### src/egress_tag_pkg.sv
// Shared constants and types for the egress tag rewrite block
package egress_tag_pkg;

  // ****************************************************************
  // Register map (word indexes, byte address is four times these)
  // ****************************************************************
  localparam logic [15:0] IDX_DISCARD_CMD   = 16'h1C09;
  localparam logic [15:0] IDX_DISCARD_WDATA = 16'h1C0A;
  localparam logic [15:0] IDX_DISCARD_RDATA = 16'h1C0B;
  localparam logic [15:0] IDX_EGRESS_CFG    = 16'h1C0C;

  // ****************************************************************
  // Field layout and reset values
  // ****************************************************************
  localparam int          PORT_STRIDE    = 8;
  localparam int          CFG_FIELD_W    = 7;
  localparam logic [31:0] CFG_WRITE_MASK = 32'h007F7F7F;
  localparam logic [31:0] CMD_WRITE_MASK = 32'h0000001F;
  localparam logic [31:0] WDAT_MASK      = 32'h000003FF;
  localparam logic [31:0] CFG_RESET      = 32'h00000000;
  localparam logic [31:0] CMD_RESET      = 32'h00000000;
  localparam int          PROB_W         = 10;
  localparam int          TABLE_DEPTH    = 16;
  localparam int          INDEX_W        = 4;
  localparam int          CMD_RNW_BIT    = 4;
  localparam logic [9:0]  PROB_RESET     = 10'h000;
  localparam logic [1:0]  RESP_OKAY      = 2'h0;
  localparam logic [1:0]  RESP_SLVERR    = 2'h2;

  // ****************************************************************
  // Encodings
  // ****************************************************************
  typedef enum logic [1:0] {
    TYPE_DUMB   = 2'b00,
    TYPE_ACCESS = 2'b01,
    TYPE_HYBRID = 2'b10,
    TYPE_CPU    = 2'b11
  } egress_type_t;

  typedef enum logic [1:0] {
    KIND_UNTAGGED = 2'b00,
    KIND_PRIORITY = 2'b01,
    KIND_REGULAR  = 2'b10,
    KIND_SPECIAL  = 2'b11
  } tag_kind_t;

  typedef enum logic [2:0] {
    ACT_PASS    = 3'b000,
    ACT_STRIP   = 3'b001,
    ACT_INSERT  = 3'b010,
    ACT_REWRITE = 3'b011,
    ACT_CPU_TAG = 3'b100
  } tag_action_t;

  // Per-port control slice, msb first as laid out in the register
  typedef struct packed {
    logic         sel;
    logic         insert;
    logic         chg_vid;
    logic         chg_pri;
    logic         chg_tag;
    egress_type_t etype;
  } port_cfg_t;

  typedef struct packed {
    logic        valid;
    tag_kind_t   kind;
    logic [11:0] vid;
    logic [2:0]  pri;
    logic [11:0] ingress_vid;
    logic [2:0]  ingress_pri;
    logic [11:0] egress_vid;
    logic [2:0]  egress_pri;
    logic        untag_default;
    logic        untag_incoming;
    logic [1:0]  src_port;
  } pkt_desc_t;

  typedef struct packed {
    logic        valid;
    tag_action_t action;
    logic [11:0] vid;
    logic [2:0]  pri;
    logic [1:0]  src_port;
  } tag_result_t;

endpackage

### src/egress_tag_editor.sv
// Per-port egress tag decision with one registered result stage
`timescale 1ns/100ps
module egress_tag_editor
(
  input  wire logic                    clock,
  input  wire logic                    rst_n,
  input  wire logic                    ce,
  input  wire egress_tag_pkg::port_cfg_t   cfg,
  input  wire egress_tag_pkg::pkt_desc_t   desc,
  output      egress_tag_pkg::tag_result_t result
);
  import egress_tag_pkg::*;

  typedef struct packed {
    tag_result_t res;
  } editor_state_t;

  editor_state_t state;
  editor_state_t next_state;
  logic [11:0]   sel_vid;
  logic [2:0]    sel_pri;

  // ****************************************************************
  // Tag decision
  // ****************************************************************
  // Next result from port type, packet kind and control bits
  always_comb
  begin
    sel_vid = cfg.sel ? desc.egress_vid : desc.ingress_vid;
    sel_pri = cfg.sel ? desc.egress_pri : desc.ingress_pri;
    next_state              = state;
    next_state.res.valid    = desc.valid;
    next_state.res.action   = ACT_PASS;
    next_state.res.vid      = desc.vid;
    next_state.res.pri      = desc.pri;
    next_state.res.src_port = desc.src_port;
    // Control bits only matter in hybrid mode
    case (cfg.etype)
      TYPE_DUMB:
        if (desc.kind == KIND_SPECIAL)
          next_state.res.action = ACT_STRIP;
      TYPE_ACCESS:
        if (desc.kind != KIND_UNTAGGED)
          next_state.res.action = ACT_STRIP;
      TYPE_HYBRID:
        case (desc.kind)
          KIND_UNTAGGED:
            if (cfg.insert && !desc.untag_default)
            begin
              next_state.res.action = ACT_INSERT;
              next_state.res.vid    = sel_vid;
              next_state.res.pri    = sel_pri;
            end
          KIND_PRIORITY:
            // Change tag bit plays no part here
            if (desc.untag_incoming)
              next_state.res.action = ACT_STRIP;
            else
            begin
              next_state.res.action = ACT_REWRITE;
              next_state.res.vid    = sel_vid;
              if (cfg.chg_pri)
                next_state.res.pri  = sel_pri;
            end
          KIND_REGULAR:
            if (cfg.chg_tag && (cfg.chg_vid || cfg.chg_pri))
            begin
              if (desc.untag_incoming)
                next_state.res.action = ACT_STRIP;
              else
              begin
                next_state.res.action = ACT_REWRITE;
                if (cfg.chg_vid)
                  next_state.res.vid  = sel_vid;
                if (cfg.chg_pri)
                  next_state.res.pri  = sel_pri;
              end
            end
          default:
            next_state.res.action = ACT_STRIP;
        endcase
      TYPE_CPU:
        next_state.res.action = ACT_CPU_TAG;
      default:
        next_state.res.action = ACT_PASS;
    endcase
  end

  // Result register, frozen while the clock enable is low
  always_ff @(posedge clock or negedge rst_n)
  begin
    if (!rst_n)
      state <= '0;
    else if (ce)
      state <= next_state;
  end

  assign result = state.res;

endmodule // egress_tag_editor

### src/egress_tag_rewrite.sv
// Egress tag rewrite with discard table read-back over AXI4-Lite
//
// Added by the designer: register access over AXI4-Lite.
`timescale 1ns/100ps
module egress_tag_rewrite
#(
  parameter int ADDR_W    = 16,
  parameter int NUM_PORTS = 3
)
(
  input  wire logic                    CLOCK,
  input  wire logic                    RST_N,
  input  wire logic                    CE,
  input  wire logic                    AWVALID,
  output      logic                    AWREADY,
  input  wire logic [ADDR_W-1:0]       AWADDR,
  input  wire logic                    WVALID,
  output      logic                    WREADY,
  input  wire logic [31:0]             WDATA,
  input  wire logic [3:0]              WSTRB,
  output      logic                    BVALID,
  input  wire logic                    BREADY,
  output      logic [1:0]              BRESP,
  input  wire logic                    ARVALID,
  output      logic                    ARREADY,
  input  wire logic [ADDR_W-1:0]       ARADDR,
  output      logic                    RVALID,
  input  wire logic                    RREADY,
  output      logic [31:0]             RDATA,
  output      logic [1:0]              RRESP,
  input  wire egress_tag_pkg::pkt_desc_t   [NUM_PORTS-1:0] DESC_IN,
  output      egress_tag_pkg::tag_result_t [NUM_PORTS-1:0] RESULT_OUT
);
  import egress_tag_pkg::*;

  // ****************************************************************
  // Parameter checks
  // ****************************************************************
  // The highest register index times four needs fifteen address bits
  if (ADDR_W < 15 || ADDR_W > 32)
  begin : bad_addr_w
    $error("ADDR_W must lie between 15 and 32");
  end
  // The control register has slices for three ports only
  if (NUM_PORTS < 1 || NUM_PORTS > 3)
  begin : bad_num_ports
    $error("NUM_PORTS must lie between 1 and 3");
  end
  // The command index must reach every table entry, no more
  if ((1 << INDEX_W) != TABLE_DEPTH)
  begin : bad_index_w
    $error("INDEX_W does not match TABLE_DEPTH");
  end
  // A port slice must fit its stride and the port struct
  if (CFG_FIELD_W > PORT_STRIDE || $bits(port_cfg_t) != CFG_FIELD_W)
  begin : bad_cfg_field
    $error("port slice does not fit its stride");
  end
  // A probability must fit in one read-data word
  if (PROB_W < 1 || PROB_W > 32)
  begin : bad_prob_w
    $error("PROB_W must lie between 1 and 32");
  end
  // The read flag must sit above the table index
  if (CMD_RNW_BIT < INDEX_W || CMD_RNW_BIT > 31)
  begin : bad_rnw_bit
    $error("CMD_RNW_BIT must lie above the index field");
  end
  // The write-data mask must open exactly the probability bits
  if (WDAT_MASK != 32'((64'd1 << PROB_W) - 64'd1))
  begin : bad_wdat_mask
    $error("WDAT_MASK does not match PROB_W");
  end

  // ****************************************************************
  // State
  // ****************************************************************
  typedef logic [PROB_W-1:0] prob_t;

  typedef struct packed {
    logic                         aw_got;
    logic [ADDR_W-1:0]            awaddr;
    logic                         w_got;
    logic [31:0]                  wdata;
    logic [3:0]                   wstrb;
    logic                         bvalid;
    logic [1:0]                   bresp;
    logic                         rvalid;
    logic [31:0]                  rdata;
    logic [1:0]                   rresp;
    logic [31:0]                  cmd;
    logic [31:0]                  wdat;
    prob_t                        rd_prob;
    logic [31:0]                  cfg;
    logic [TABLE_DEPTH-1:0][PROB_W-1:0] prob_table;
  } slave_state_t;

  slave_state_t state;
  slave_state_t next_state;
  logic [31:0]  new_cmd;
  logic [INDEX_W-1:0] cmd_index;
  logic [1:0]   rd_resp;
  logic [31:0]  rd_word;
  logic [15:0]  rd_index;
  logic [15:0]  wr_index;

  // ****************************************************************
  // Helper functions
  // ****************************************************************
  // Word index of a byte address; low two bits are ignored
  function automatic logic [15:0] word_index(
    input logic [ADDR_W-1:0] addr
  );
    logic [31:0] shifted;
    shifted    = 32'(addr) >> 2;
    word_index = shifted[15:0];
  endfunction

  // Only the four registers of this block answer OKAY
  function automatic logic is_mapped(
    input logic [15:0] idx
  );
    is_mapped = idx inside {IDX_DISCARD_CMD, IDX_DISCARD_WDATA,
                            IDX_DISCARD_RDATA, IDX_EGRESS_CFG};
  endfunction

  // Merge a write under byte strobes, keeping only writable bits
  function automatic logic [31:0] apply_strobe(
    input logic [31:0] old_val,
    input logic [31:0] data,
    input logic [3:0]  strb,
    input logic [31:0] mask
  );
    logic [31:0] merged;
    merged = old_val;
    for (int b = 0; b < 4; b++)
    begin
      if (strb[b])
        merged[b*8 +: 8] = data[b*8 +: 8];
    end
    apply_strobe = merged & mask;
  endfunction

  // ****************************************************************
  // Bus handshakes
  // ****************************************************************
  // Readies drop with the clock enable so nothing is taken while frozen
  assign AWREADY = CE && !state.aw_got && !state.bvalid;
  assign WREADY  = CE && !state.w_got && !state.bvalid;
  assign ARREADY = CE && !state.rvalid;
  assign BVALID  = state.bvalid;
  assign BRESP   = state.bresp;
  assign RVALID  = state.rvalid;
  assign RDATA   = state.rdata;
  assign RRESP   = state.rresp;

  // ****************************************************************
  // Read decode
  // ****************************************************************
  // Reserved bits come back as zero in every word
  always_comb
  begin
    rd_word = 32'h00000000;
    rd_resp = is_mapped(rd_index) ? RESP_OKAY : RESP_SLVERR;
    case (rd_index)
      IDX_DISCARD_CMD:
        rd_word = state.cmd;
      IDX_DISCARD_WDATA:
        rd_word = state.wdat;
      IDX_DISCARD_RDATA:
        rd_word[PROB_W-1:0] = state.rd_prob;
      IDX_EGRESS_CFG:
        rd_word = state.cfg & CFG_WRITE_MASK;
      default:
        rd_word = 32'h00000000;
    endcase
  end

  // ****************************************************************
  // Next state
  // ****************************************************************
  // Command word as it stands after the pending write
  assign new_cmd   = apply_strobe(state.cmd, state.wdata, state.wstrb,
                                  CMD_WRITE_MASK);
  assign cmd_index = new_cmd[INDEX_W-1:0];

  // Word indexes of the pending read and the held write address
  assign rd_index  = word_index(ARADDR);
  assign wr_index  = word_index(state.awaddr);

  // Channel bookkeeping and register effects
  always_comb
  begin
    next_state = state;
    // Address and data may arrive in either order
    if (AWVALID && AWREADY)
    begin
      next_state.aw_got = 1'b1;
      next_state.awaddr = AWADDR;
    end
    if (WVALID && WREADY)
    begin
      next_state.w_got = 1'b1;
      next_state.wdata = WDATA;
      next_state.wstrb = WSTRB;
    end
    if (state.bvalid && BREADY)
      next_state.bvalid = 1'b0;
    // Commit once both halves are held and no response is pending
    if (state.aw_got && state.w_got && !state.bvalid)
    begin
      next_state.aw_got = 1'b0;
      next_state.w_got  = 1'b0;
      next_state.bvalid = 1'b1;
      next_state.bresp  = is_mapped(wr_index) ? RESP_OKAY : RESP_SLVERR;
      case (wr_index)
        IDX_DISCARD_CMD:
        begin
          next_state.cmd = new_cmd;
          // Every command write runs the command it carries
          if (new_cmd[CMD_RNW_BIT])
            next_state.rd_prob = state.prob_table[cmd_index];
          else
            next_state.prob_table[cmd_index] =
              state.wdat[PROB_W-1:0];
        end
        IDX_DISCARD_WDATA:
          next_state.wdat = apply_strobe(state.wdat, state.wdata,
                                         state.wstrb, WDAT_MASK);
        IDX_DISCARD_RDATA:
          // Read-only: write accepted and dropped
          next_state.bresp = RESP_OKAY;
        IDX_EGRESS_CFG:
          next_state.cfg = apply_strobe(state.cfg, state.wdata,
                                        state.wstrb,
                                        CFG_WRITE_MASK);
        default:
          next_state.bresp = RESP_SLVERR;
      endcase
    end
    // Read data is captured at the address handshake
    if (state.rvalid && RREADY)
      next_state.rvalid = 1'b0;
    if (ARVALID && ARREADY)
    begin
      next_state.rvalid = 1'b1;
      next_state.rdata  = rd_word;
      next_state.rresp  = rd_resp;
    end
  end

  // ****************************************************************
  // State register
  // ****************************************************************
  // The table is cleared here as well, though software must fill it
  always_ff @(posedge CLOCK or negedge RST_N)
  begin
    if (!RST_N)
    begin
      state            <= '0;
      state.cmd        <= CMD_RESET;
      state.cfg        <= CFG_RESET;
      state.rd_prob    <= PROB_RESET;
    end
    else if (CE)
      state <= next_state;
  end

  // ****************************************************************
  // Per-port tag editors
  // ****************************************************************
  // Each port takes its own seven-bit slice of the control word
  for (genvar p = 0; p < NUM_PORTS; p++)
  begin : g_port
    port_cfg_t port_cfg;
    assign port_cfg =
      port_cfg_t'(state.cfg[p*PORT_STRIDE +: CFG_FIELD_W]);
    egress_tag_editor u_editor
    (
      .clock  (CLOCK),
      .rst_n  (RST_N),
      .ce     (CE),
      .cfg    (port_cfg),
      .desc   (DESC_IN[p]),
      .result (RESULT_OUT[p])
    );
  end

endmodule // egress_tag_rewrite

### config.mk
export PLATFORM = sky130hd
export DESIGN_NAME = egress_tag_rewrite
export DESIGN_NICKNAME = d
export VERILOG_FILES = /design/src/egress_tag_pkg.sv /design/src/egress_tag_editor.sv /design/src/egress_tag_rewrite.sv
export SDC_FILE = /design/constraint.sdc
export NUM_CORES = 1
export LEC_CHECK = 0
export BUFFER_PORTS_ARGS = -buffer_cell sky130_fd_sc_hd__buf_2
export CORE_ASPECT_RATIO = 0.9
export CORE_MARGIN = 3
export CORE_UTILIZATION = 44
export DETAILED_ROUTE_END_ITERATION = 7
export GPL_TIMING_DRIVEN = 0
export HOLD_SLACK_MARGIN = 0.03
export PLACE_DENSITY_LB_ADDON = 0.05
export SLEW_MARGIN = 20
export SYNTH_ARGS = -nofsm -noshare
export SYNTH_HDL_FRONTEND = slang
export SYNTH_SLANG_ARGS = --single-unit
### constraint.sdc
create_clock -name CLOCK -period 6.02 [get_ports CLOCK]
set_clock_uncertainty 0.15 [all_clocks]
set_input_delay 1.204 -clock CLOCK [delete_from_list [all_inputs] [get_ports CLOCK]]
set_output_delay 1.204 -clock CLOCK [all_outputs]
set_load 0.005 [all_outputs]
# Word level (Yosys, flattened, before mapping)
# Cells that the tools add are included.
# word_totals
register_bits,361
latch_bits,0
ram_bits,0
rom_bits,0
inputBits,232
n_memories,0
# op_classes
add_sub_neg,0
n_mul,0
n_div,0
n_lt_le_gt_ge,2
eq_ne,26
n_shift,0
mux,64
bitwise,1
n_reduce_logical,61
# op_table
operator,count
$bwmux W160,1
$mux W15,9
$pmux W15 S3,3
$mux W17,7
$eq A14 B13 Y1 const B,8
$mux W12,6
$bmux W10 S4,1
$demux W10 S4,1
$pmux W10 S4,1
$mux W37,1
$pmux W3 S4,3
$mux W35,1
$reduce_and A4 Y1,7
$pmux W3 S3,3
$eq A2 B2 Y1 const B,12
$mux W3,7
$mux W10,2
$logic_and A1 B1 Y1,19
$reduce_and A2 Y1,8
$reduce_bool A2 Y1,7
$mux W13,1
$eq A2 B1 Y1 const B,6
$logic_not A2 Y1,6
$mux W1,10
other kinds (11),24

# Logic depth before layout (Yosys ltp)
# Gate-level depths: netlist (run 1).
# depth
ltp_word,6
ltp_mapped,9
ltp_nobuf,5

# Modules after synthesis
# A second synthesis (run 1) with hierarchy kept.
# hier_totals
hier_cells,1234
area_unflattened_um2,16355.7
# modules_own_cells
mod,n_inst,cells_per_inst,area_per_inst_um2,seq_area_each_um2
egress_tag_rewrite,1,882,12465.7,6831.6
egress_tag_editor (g_port[0].u_editor ...),2,114,1265.0,525.5
egress_tag_editor (g_port[2].u_editor),1,124,1360.1,525.5

# Least setup slack after synthesis (run 1)
# Ideal clock, no wire load.
# synth_timing
kind,input to register
startpoint,input port CE
endpoint,register state[90] in the netlist's numbering
setup_time_ns,0.125
arrival_time_ns,3.174
required_ns,5.745
slack_ns,2.571
path_stages,6
path_cell_list,buf_2 > nand4b_1 > nor4_4 > nand4_1 > nor2_4 > mux2_2
# synth_via
elab_chain_cells,1
# synth_lines
element,line,rtl
start: declaration,egress_tag_rewrite.sv:13,"input wire logic CE,"
$reduce_and A4 Y1 (no line),n/a,
end signal: assignment,egress_tag_rewrite.sv:266,state <= next_state;
end: declaration,egress_tag_rewrite.sv:98,slave_state_t state;
# Every way passes these cells.
# A chain may end at the register's enable or synchronous reset.

# Worst setup path after layout (run 1)
# layout_timing
startpoint,input port CE
endpoint,output port ARREADY
# layout_via
elab_chain_cells,1
# layout_lines
element,line,rtl
$logic_and A1 B1 Y1,egress_tag_rewrite.sv:150,assign ARREADY = CE && !state.rvalid;
end: declaration,egress_tag_rewrite.sv:25,"output logic ARREADY,"
# Every way passes these cells.

==> qor.yml, run 1 <==
status: "complete, no violations"
max_cap_viol_count: 0
crit_buf_inv: 4
crit_arrival_ns: 2.47
clock_latency_ns: 0.53
cts_setup_buffers: 0
vias: 11774
cts.sinks: 336
synth_edf_count: 0
clkTransAtPathRegs_ns: 0.06
fin_nets: 1900
synth_area_leaders: "dfrtp_1, mux2_2, nand2_1"
slowest_stage: "clkbuf_1"
r2r-start: "state[352]"
grt_pass1_vias: 12099
hp-class: "reg -> reg"
fmax_mhz: 261.3
initial_core_util_pct: 45.16
area.growth.synth_to_final_pct: 22.12
dr.pass1.iters: 5
finalPower_mw: 6.103
antenna_found_initial: 9
startpoint_type: "input pin"
cp_max_fo: 10
post_cts_resized: 0
crit_family: "buffers and inverters"
cts_buffer_depth: 3
grt_use_total_pct: 24.05
numCtsBuffers: 37
synth-main-ff-cell: "dfrtp_1"
cp-end-kind: "output pin"
crit_required_ns: 4.67
synth.top_cell.area_share_pct: 52.38
wl_mm: 47.27
grt_start_max_net_pins: 92
cp_cell_sequence: "buf_2 > clkbuf_1 > clkbuf_1 > nor2b_1 > buf_2"
port_buffers: 305
vias_per_cell: 5.428
n_fill_cell: 3127
pin_count: 336
layout_commonest_cell: "dfrtp_1"
die_h_um: 187.2
die_w_um: 207.3
grt_pass1_wl_mm: 72.88
syn_avg_cell_area_um2: 12.25
dp.cells: 2098
hp-start: "RDATA[20]"
wl_per_cell_um: 21.80
slowest_delay_ns: 0.41
final_min_period_over_clock_period_pct: 63.58
drive_gt1_share_pct: 45.04
synth_area_um2: 16050
hold_viol: 0
worstSetupPathType: "in -> out"
slew_headroom_pct: 34.37
dp_hpwl_mm: 34.87
yosys_warnings: 0
slew_viol_final: 0
synthArstFlopShare_pct: 100.0
grt_overflow: 0
drc_errors: 0
final_cells: 2169
final_util_pct: 55.16
cts_tree: "done"
synth_seq_cells: 336
tightest_slew_ns: 0.9844
setup_viol: 0
rsz0062_at_grt: "no"
die_area_um2: 38810
synth_top_area_cell: "dfrtp_1"
synth-seq-area-share_pct: 52.38
htreeDepth: 2
cts-root-buf: "clkbuf_16"
drt_iter0_drc: 785
row_count: 65
leakage_nw: 9.430
setup.worst_path.start: "CE"
final_cell_mix: "dfrtp_1, buf_2, mux2_2"
drtAntennaViolNets: 0
core_um2: 35540
irDropWorstVdd_v: 0.0002140
hold_buffers: 0
syn_inst: 1310
synth_cell_types: 56
min_period_ns: 3.827
place.gp.congestion: 0.8730
powerDensity_nw_per_um2: 311.3
stage by stage:
stage	TNS [ns]	hold slack, ns	setup WS [ns]	cell area (um^2)
after detailed placement	0	0.3072	1.870	18300
after CTS	0	0.3204	2.220	19590
after global placement	-1045.50	0.3021	-3.154	18210
final	0	0.3134	2.193	19600
after global routing	0	0.3453	2.027	19600
after floorplan	0	0.2900	2.571	16090
layer usage:
| metal | track usage, % | vias to the layer above | share of wire [%] |
|---|---|---|---|
| met1 | 33.97 | 5934 | 46 |
| met3 | 5.501 | 80 | 5.9 |
| met5 | 0 | - | 0.057 |
| met2 | 37.46 | 340 | 46 |
| met4 | 6.865 | 4 | 2.6 |
| li1 | - | 5416 | - |
final timing paths:
check                      cells past startpoint  slack, ns                            end
max                                            5       2.19                        ARREADY
min                                            2       0.31                      RDATA[20]
max reg2reg                                    5       2.68                      state[33]
min reg2reg                                    2       0.31                      RDATA[20]
max in group asynchronous                      3       3.91                     state[324]
min in group asynchronous                      1       0.50  g_port[1].u_editor.result[20]
cells in the mapped netlist, drive strengths merged (5+ instances only):
| library cell | number |
|---|---|
| a21oi | 12 |
| a22oi | 25 |
| a2bb2oi | 5 |
| a31oi | 12 |
| and2 | 6 |
| buf | 63 |
| clkbuf | 50 |
| dfrtp | 336 |
| inv | 52 |
| mux2 | 307 |
| mux2i | 38 |
| mux4 | 19 |
| nand2 | 122 |
| nand2b | 7 |
| nand3 | 79 |
| nand4b | 5 |
| nor2 | 39 |
| o2111ai | 10 |
| o21ai | 30 |
| o221ai | 36 |
sequential cells by signal, summed over array words and instances, names as in the netlist:
signal,count
state,226
g_port.u_editor.result,63
RDATA,22
g_port.port_cfg,21
BRESP,1
BVALID,1
RRESP,1
RVALID,1
worst reg2reg max path, cell delays in order (launching register included):
cell and delay [ns]:
dfrtp_1 0.38, or4_4 0.58, nor4_4 0.62, nand4_1 0.55
nor2_4 0.55, mux2_2 0.40
report_power, final:
group / switching [mW] / leakage (nW) / total, mW / internal, mW
Combinational: 0.657 / 4.32 / 1.12 / 0.459
Sequential: 0.144 / 4.47 / 2.59 / 2.44
Clock: 0.919 / 0.640 / 2.40 / 1.48
cells by family after synthesis:
logic type	synth area share, %
muxes	26.57
other	0.02336
AOI/OAI and AO/OA	6.696
DFF	52.38
xor gates and xnor gates	0.1091
buffers and inverters	4.825
and+or+nand+nor	9.393
area by class of cell:
cell class / count / area, um^2 / area share [%]
clock inverter: 12 / 192.7 / 0.9830
multi-input combinational: 820 / 6910 / 35.25
buffer: 113 / 579.3 / 2.955
clock buffer: 53 / 1096 / 5.591
sequential: 336 / 8408 / 42.89
tap: 469 / 586.8 / 2.994
antenna: 6 / 15.01 / 0.07659
inverter: 52 / 195.2 / 0.9957
timing repair buffer: 308 / 1619 / 8.259
No activity file was read; power rests on OpenSTA's default activity.
==> inputs of run 2 (changes only) <==
- ABC_AREA: default -> 1
- clock period: 6.02 -> 3.7 ns (I/O delays scaled with it)
==> run 2 against run 1 <==
Setup slack lost 1.3 ns; routed wire length grew 31%; area after synthesis rose by 8.0%; clock-buffer cell count is 2 higher; synthesized cell count up 81%; total power is 64% higher; critical path depth unchanged; global-route usage rose by 5.0 points; final cell count increased by 51%.
==> qor.yml, run 2 <==
wl_mm: 61.86  # was 47.27 mm
synth_area_um2: 17340  # was 16050 um^2
initial_core_util_pct: 44.88  # was 45.16%
fin_nets: 2963  # was 1900
fmax_mhz: 351.9
syn_inst: 2367  # was 1310
port_buffers: 307  # was 305
cp_max_fo: 10  # unchanged
synth_cell_types: 33  # was 56
path_common_cell: "buf_2"
synth_seq_cells: 336  # unchanged
dr.pass1.iters: 6  # was 5
row_count: 68  # was 65
synthArstFlopShare_pct: 100.0  # unchanged
core_um2: 38630  # was 35540 um^2
synth-seq-area-share_pct: 48.50  # was 52.38%
grt_start_max_net_pins: 97  # was 92
powerDensity_nw_per_um2: 478.1  # was 311.3 nW/um^2
cp-end-kind: "output pin"  # unchanged
synth.most_common_cell: "nand2_1"  # was dfrtp_1
cts_buffer_depth: 3  # unchanged
synth-simple-area-share_pct: 36.66  # was 9.393%
leakage_nw: 11.68  # was 9.430 nW
top_register: "state"  # unchanged
numCtsBuffers: 40  # was 37
grt_use_total_pct: 29.07  # was 24.05%
final_min_period_over_clock_period_pct: 76.80
yosys_warnings: 0  # unchanged
max_cap_viol_count: 0  # unchanged
htreeDepth: 2  # unchanged
fin_ws_ns: 0.8584  # was 2.193 ns
area.growth.synth_to_final_pct: 20.82  # was 22.12%
synth_top_area_cell: "dfrtp_1"  # unchanged
die_h_um: 194.3  # was 187.2 um
p_seq_share_pct: 40.8  # was 42.4%
final_cell_mix: "nand2_1, buf_2, dfrtp_1"  # was dfrtp_1, buf_2, mux2_2
drt_iter0_drc: 1482  # was 785
min_period_ns: 2.842
drtAntennaViolNets: 0  # unchanged
ff2ff_setup_slack_ns: 1.06  # was 2.68 ns
drc_errors: 0  # unchanged
dp.cells: 3213  # was 2098
post_cts_resized: 0  # unchanged
cp_cell_sequence: "buf_2 > inv_2 > buf_2 > nor2_1 > buf_2"  # was buf_2 > clkbuf_1 > clkbuf_1 > nor2b_1 > buf_2
rsz0062_at_grt: "no"  # unchanged
r2r-start: "state[304]"  # was state[352]
synth_mux_area_share_pct: 2.122  # was 26.57%
slew_headroom_pct: 38.29  # was 34.37%
drive_gt1_share_pct: 19.69  # was 45.04%
antenna_found_initial: 3  # was 9
grt_pass1_wl_mm: 95.23  # was 72.88 mm
grt_overflow: 0  # unchanged
vias: 16913  # was 11774
slowest_stage: "nor2_1"  # was clkbuf_1
crit_required_ns: 2.81  # was 4.67 ns
largest_reg_flops: 226  # unchanged
crit_arrival_ns: 1.95  # was 2.47 ns
die_area_um2: 41820  # was 38810 um^2
hold_viol: 0  # unchanged
die_w_um: 215.2  # was 207.3 um
worstSetupPathType: "in -> out"  # unchanged
wl_per_cell_um: 18.86  # was 21.80 um
fin_setup_tns_ns: 0  # unchanged
synth_top_family_by_area: "simple AND/OR/NAND/NOR gates"  # was multiplexers
slew_viol_final: 0  # unchanged
rr_worst_depth: 12  # was 5
irDropWorstVdd_v: 0.0003832  # was 0.0002140 V
grt_pass1_vias: 16567  # was 12099
cts_tree: "done"  # unchanged
hp-start: "AWADDR[4]"  # was RDATA[20]
pwr-share-clk_pct: 38.6  # was 39.3%
worst_r2r_endpoint: "state[198]"  # was state[33]
clkTransAtPathRegs_ns: 0.06  # about the same
status: "complete, no violations"  # unchanged
synth_compound_area_share_pct: 4.626  # was 6.696%
synth_area_leaders: "dfrtp_1, nand2_1, nand3_1"  # was dfrtp_1, mux2_2, nand2_1
internal_power_mw: 6.844  # was 4.383 mW
synth_xor_area_share_pct: 0  # was 0.1091%
place_ws_ns: 0.7745  # was 1.870 ns
setup_viol: 0  # unchanged
p_comb_share_pct: 20.6  # was 18.3%
swShare_pct: 31.66  # was 28.19%
yosys-top-cells-count: "nand2_1, dfrtp_1, nand3_1"  # was dfrtp_1, mux2_2, nand2_1
startpoint_type: "input pin"  # unchanged
switchingPower_mw: 3.171  # was 1.721 mW
clock_latency_ns: 0.54  # was 0.53 ns
hold_depth: 3  # was 2
hp-class: "in -> reg"  # was reg -> reg
syn_avg_cell_area_um2: 7.324  # was 12.25 um^2
dp_hpwl_mm: 46.25  # was 34.87 mm
synth_fa_ha_area_share_pct: 0  # unchanged
synth.top_cell.area_share_pct: 48.50  # was 52.38%
whs_ns: 0.2531  # was 0.3134 ns
layout_commonest_cell: "nand2_1"  # was dfrtp_1
slowest_delay_ns: 0.44  # was 0.41 ns
cts-root-buf: "clkbuf_16"  # unchanged
cts.sinks: 336  # unchanged
place.gp.congestion: 0.9270  # was 0.8730
vias_per_cell: 5.158  # was 5.428
synth-main-ff-cell: "dfrtp_1"  # unchanged
hold_end: "state[345]"  # was RDATA[20]
tightest_slew_ns: 0.9256  # was 0.9844 ns
pin_count: 336  # unchanged
synth_edf_count: 0  # unchanged
final_cells: 3279  # was 2169
-- run 2: cell types whose count changed after synthesis, sizes merged, moves of 11 or more --
cell | before | now
nand2 | 122 | 1141
mux2 | 307 | 30
nand3 | 79 | 307
o21ai | 30 | 113
inv | 52 | 107
nor2 | 39 | 93
buf | 63 | 115
mux2i | 38 | 3
o221ai | 36 | 2
a22oi | 25 | 0
mux4 | 19 | 0
clkbuf | 50 | 61
-- run 2: cell families (layout without fill, tap and decap cells) --
family          Yosys count  count (layout)
simple gates           1563            1563
flops                   336             336
buf+inv                 286             661
compound gates          148             148
mux                      33              33
other cells               1              13
-- run 2: power groups by stage --
stage	combinational (mW)	sequential [mW]	clock, mW
2_1_floorplan	1.20	4.14	0
3_3_place_gp	2.00	4.15	0
3_5_place_dp	2.03	4.16	0
4_1_cts	2.04	4.09	3.95
5_1_grt	2.28	4.12	4.08
6_report	2.06	4.09	3.87
-- run 2: cell type report --
class	count	area, um^2
diodes	1	2.502
inverters	110	412.9
repair buffers	311	1639
flip-flops and latches	336	8408
well taps	525	656.9
clock inverters	9	131.4
plain buffers	176	985.9
fillers	3894	17680
multi-input cells	1756	7571
clock buffers	55	1139
-- run 2: metrics by stage --
step / util (%) / cell area (um^2) / total power, mW
2_1_floorplan: - / 17380 / 5.337
3_3_place_gp: 50.67 / 19570 / 6.147
3_5_place_dp: 50.91 / 19660 / 6.185
4_1_cts: 54.22 / 20940 / 10.08
5_1_grt: 54.23 / 20950 / 10.48
6_report: 54.23 / 20950 / 10.02
-- run 2: per-layer routing --
layer	vias to the layer above	global-route usage, %	part of all wire (%)
met4	4	10.62	4.1
li1	8171	-	-
met1	7966	39.07	42
met5	-	0	0.045
met2	642	47.86	47
met3	130	4.658	6.8
-- run 2: how the worst max path moves through the flow --
stage                    start         end  cells after the start
floorplan                   CE  state[192]                     10
global placement         RST_N  state[353]                      1
detailed placement  ARADDR[11]   RDATA[17]                      7
CTS                         CE     ARREADY                      5
global route                CE     ARREADY                      5
finish                      CE     ARREADY                      5
-- run 2: timing repair --
action / 4_1_cts / 5_1_grt
hold buffers: 1 / 0
hold endpoints to repair: 22 / 0
buffers inserted: 0 / 0
-- run 2: worst max-delay path, delay by kind of cell --
kind / cells / cell delay, ns
buffers and inverters: 4 / 0.74
and+or+nand+nor: 1 / 0.44
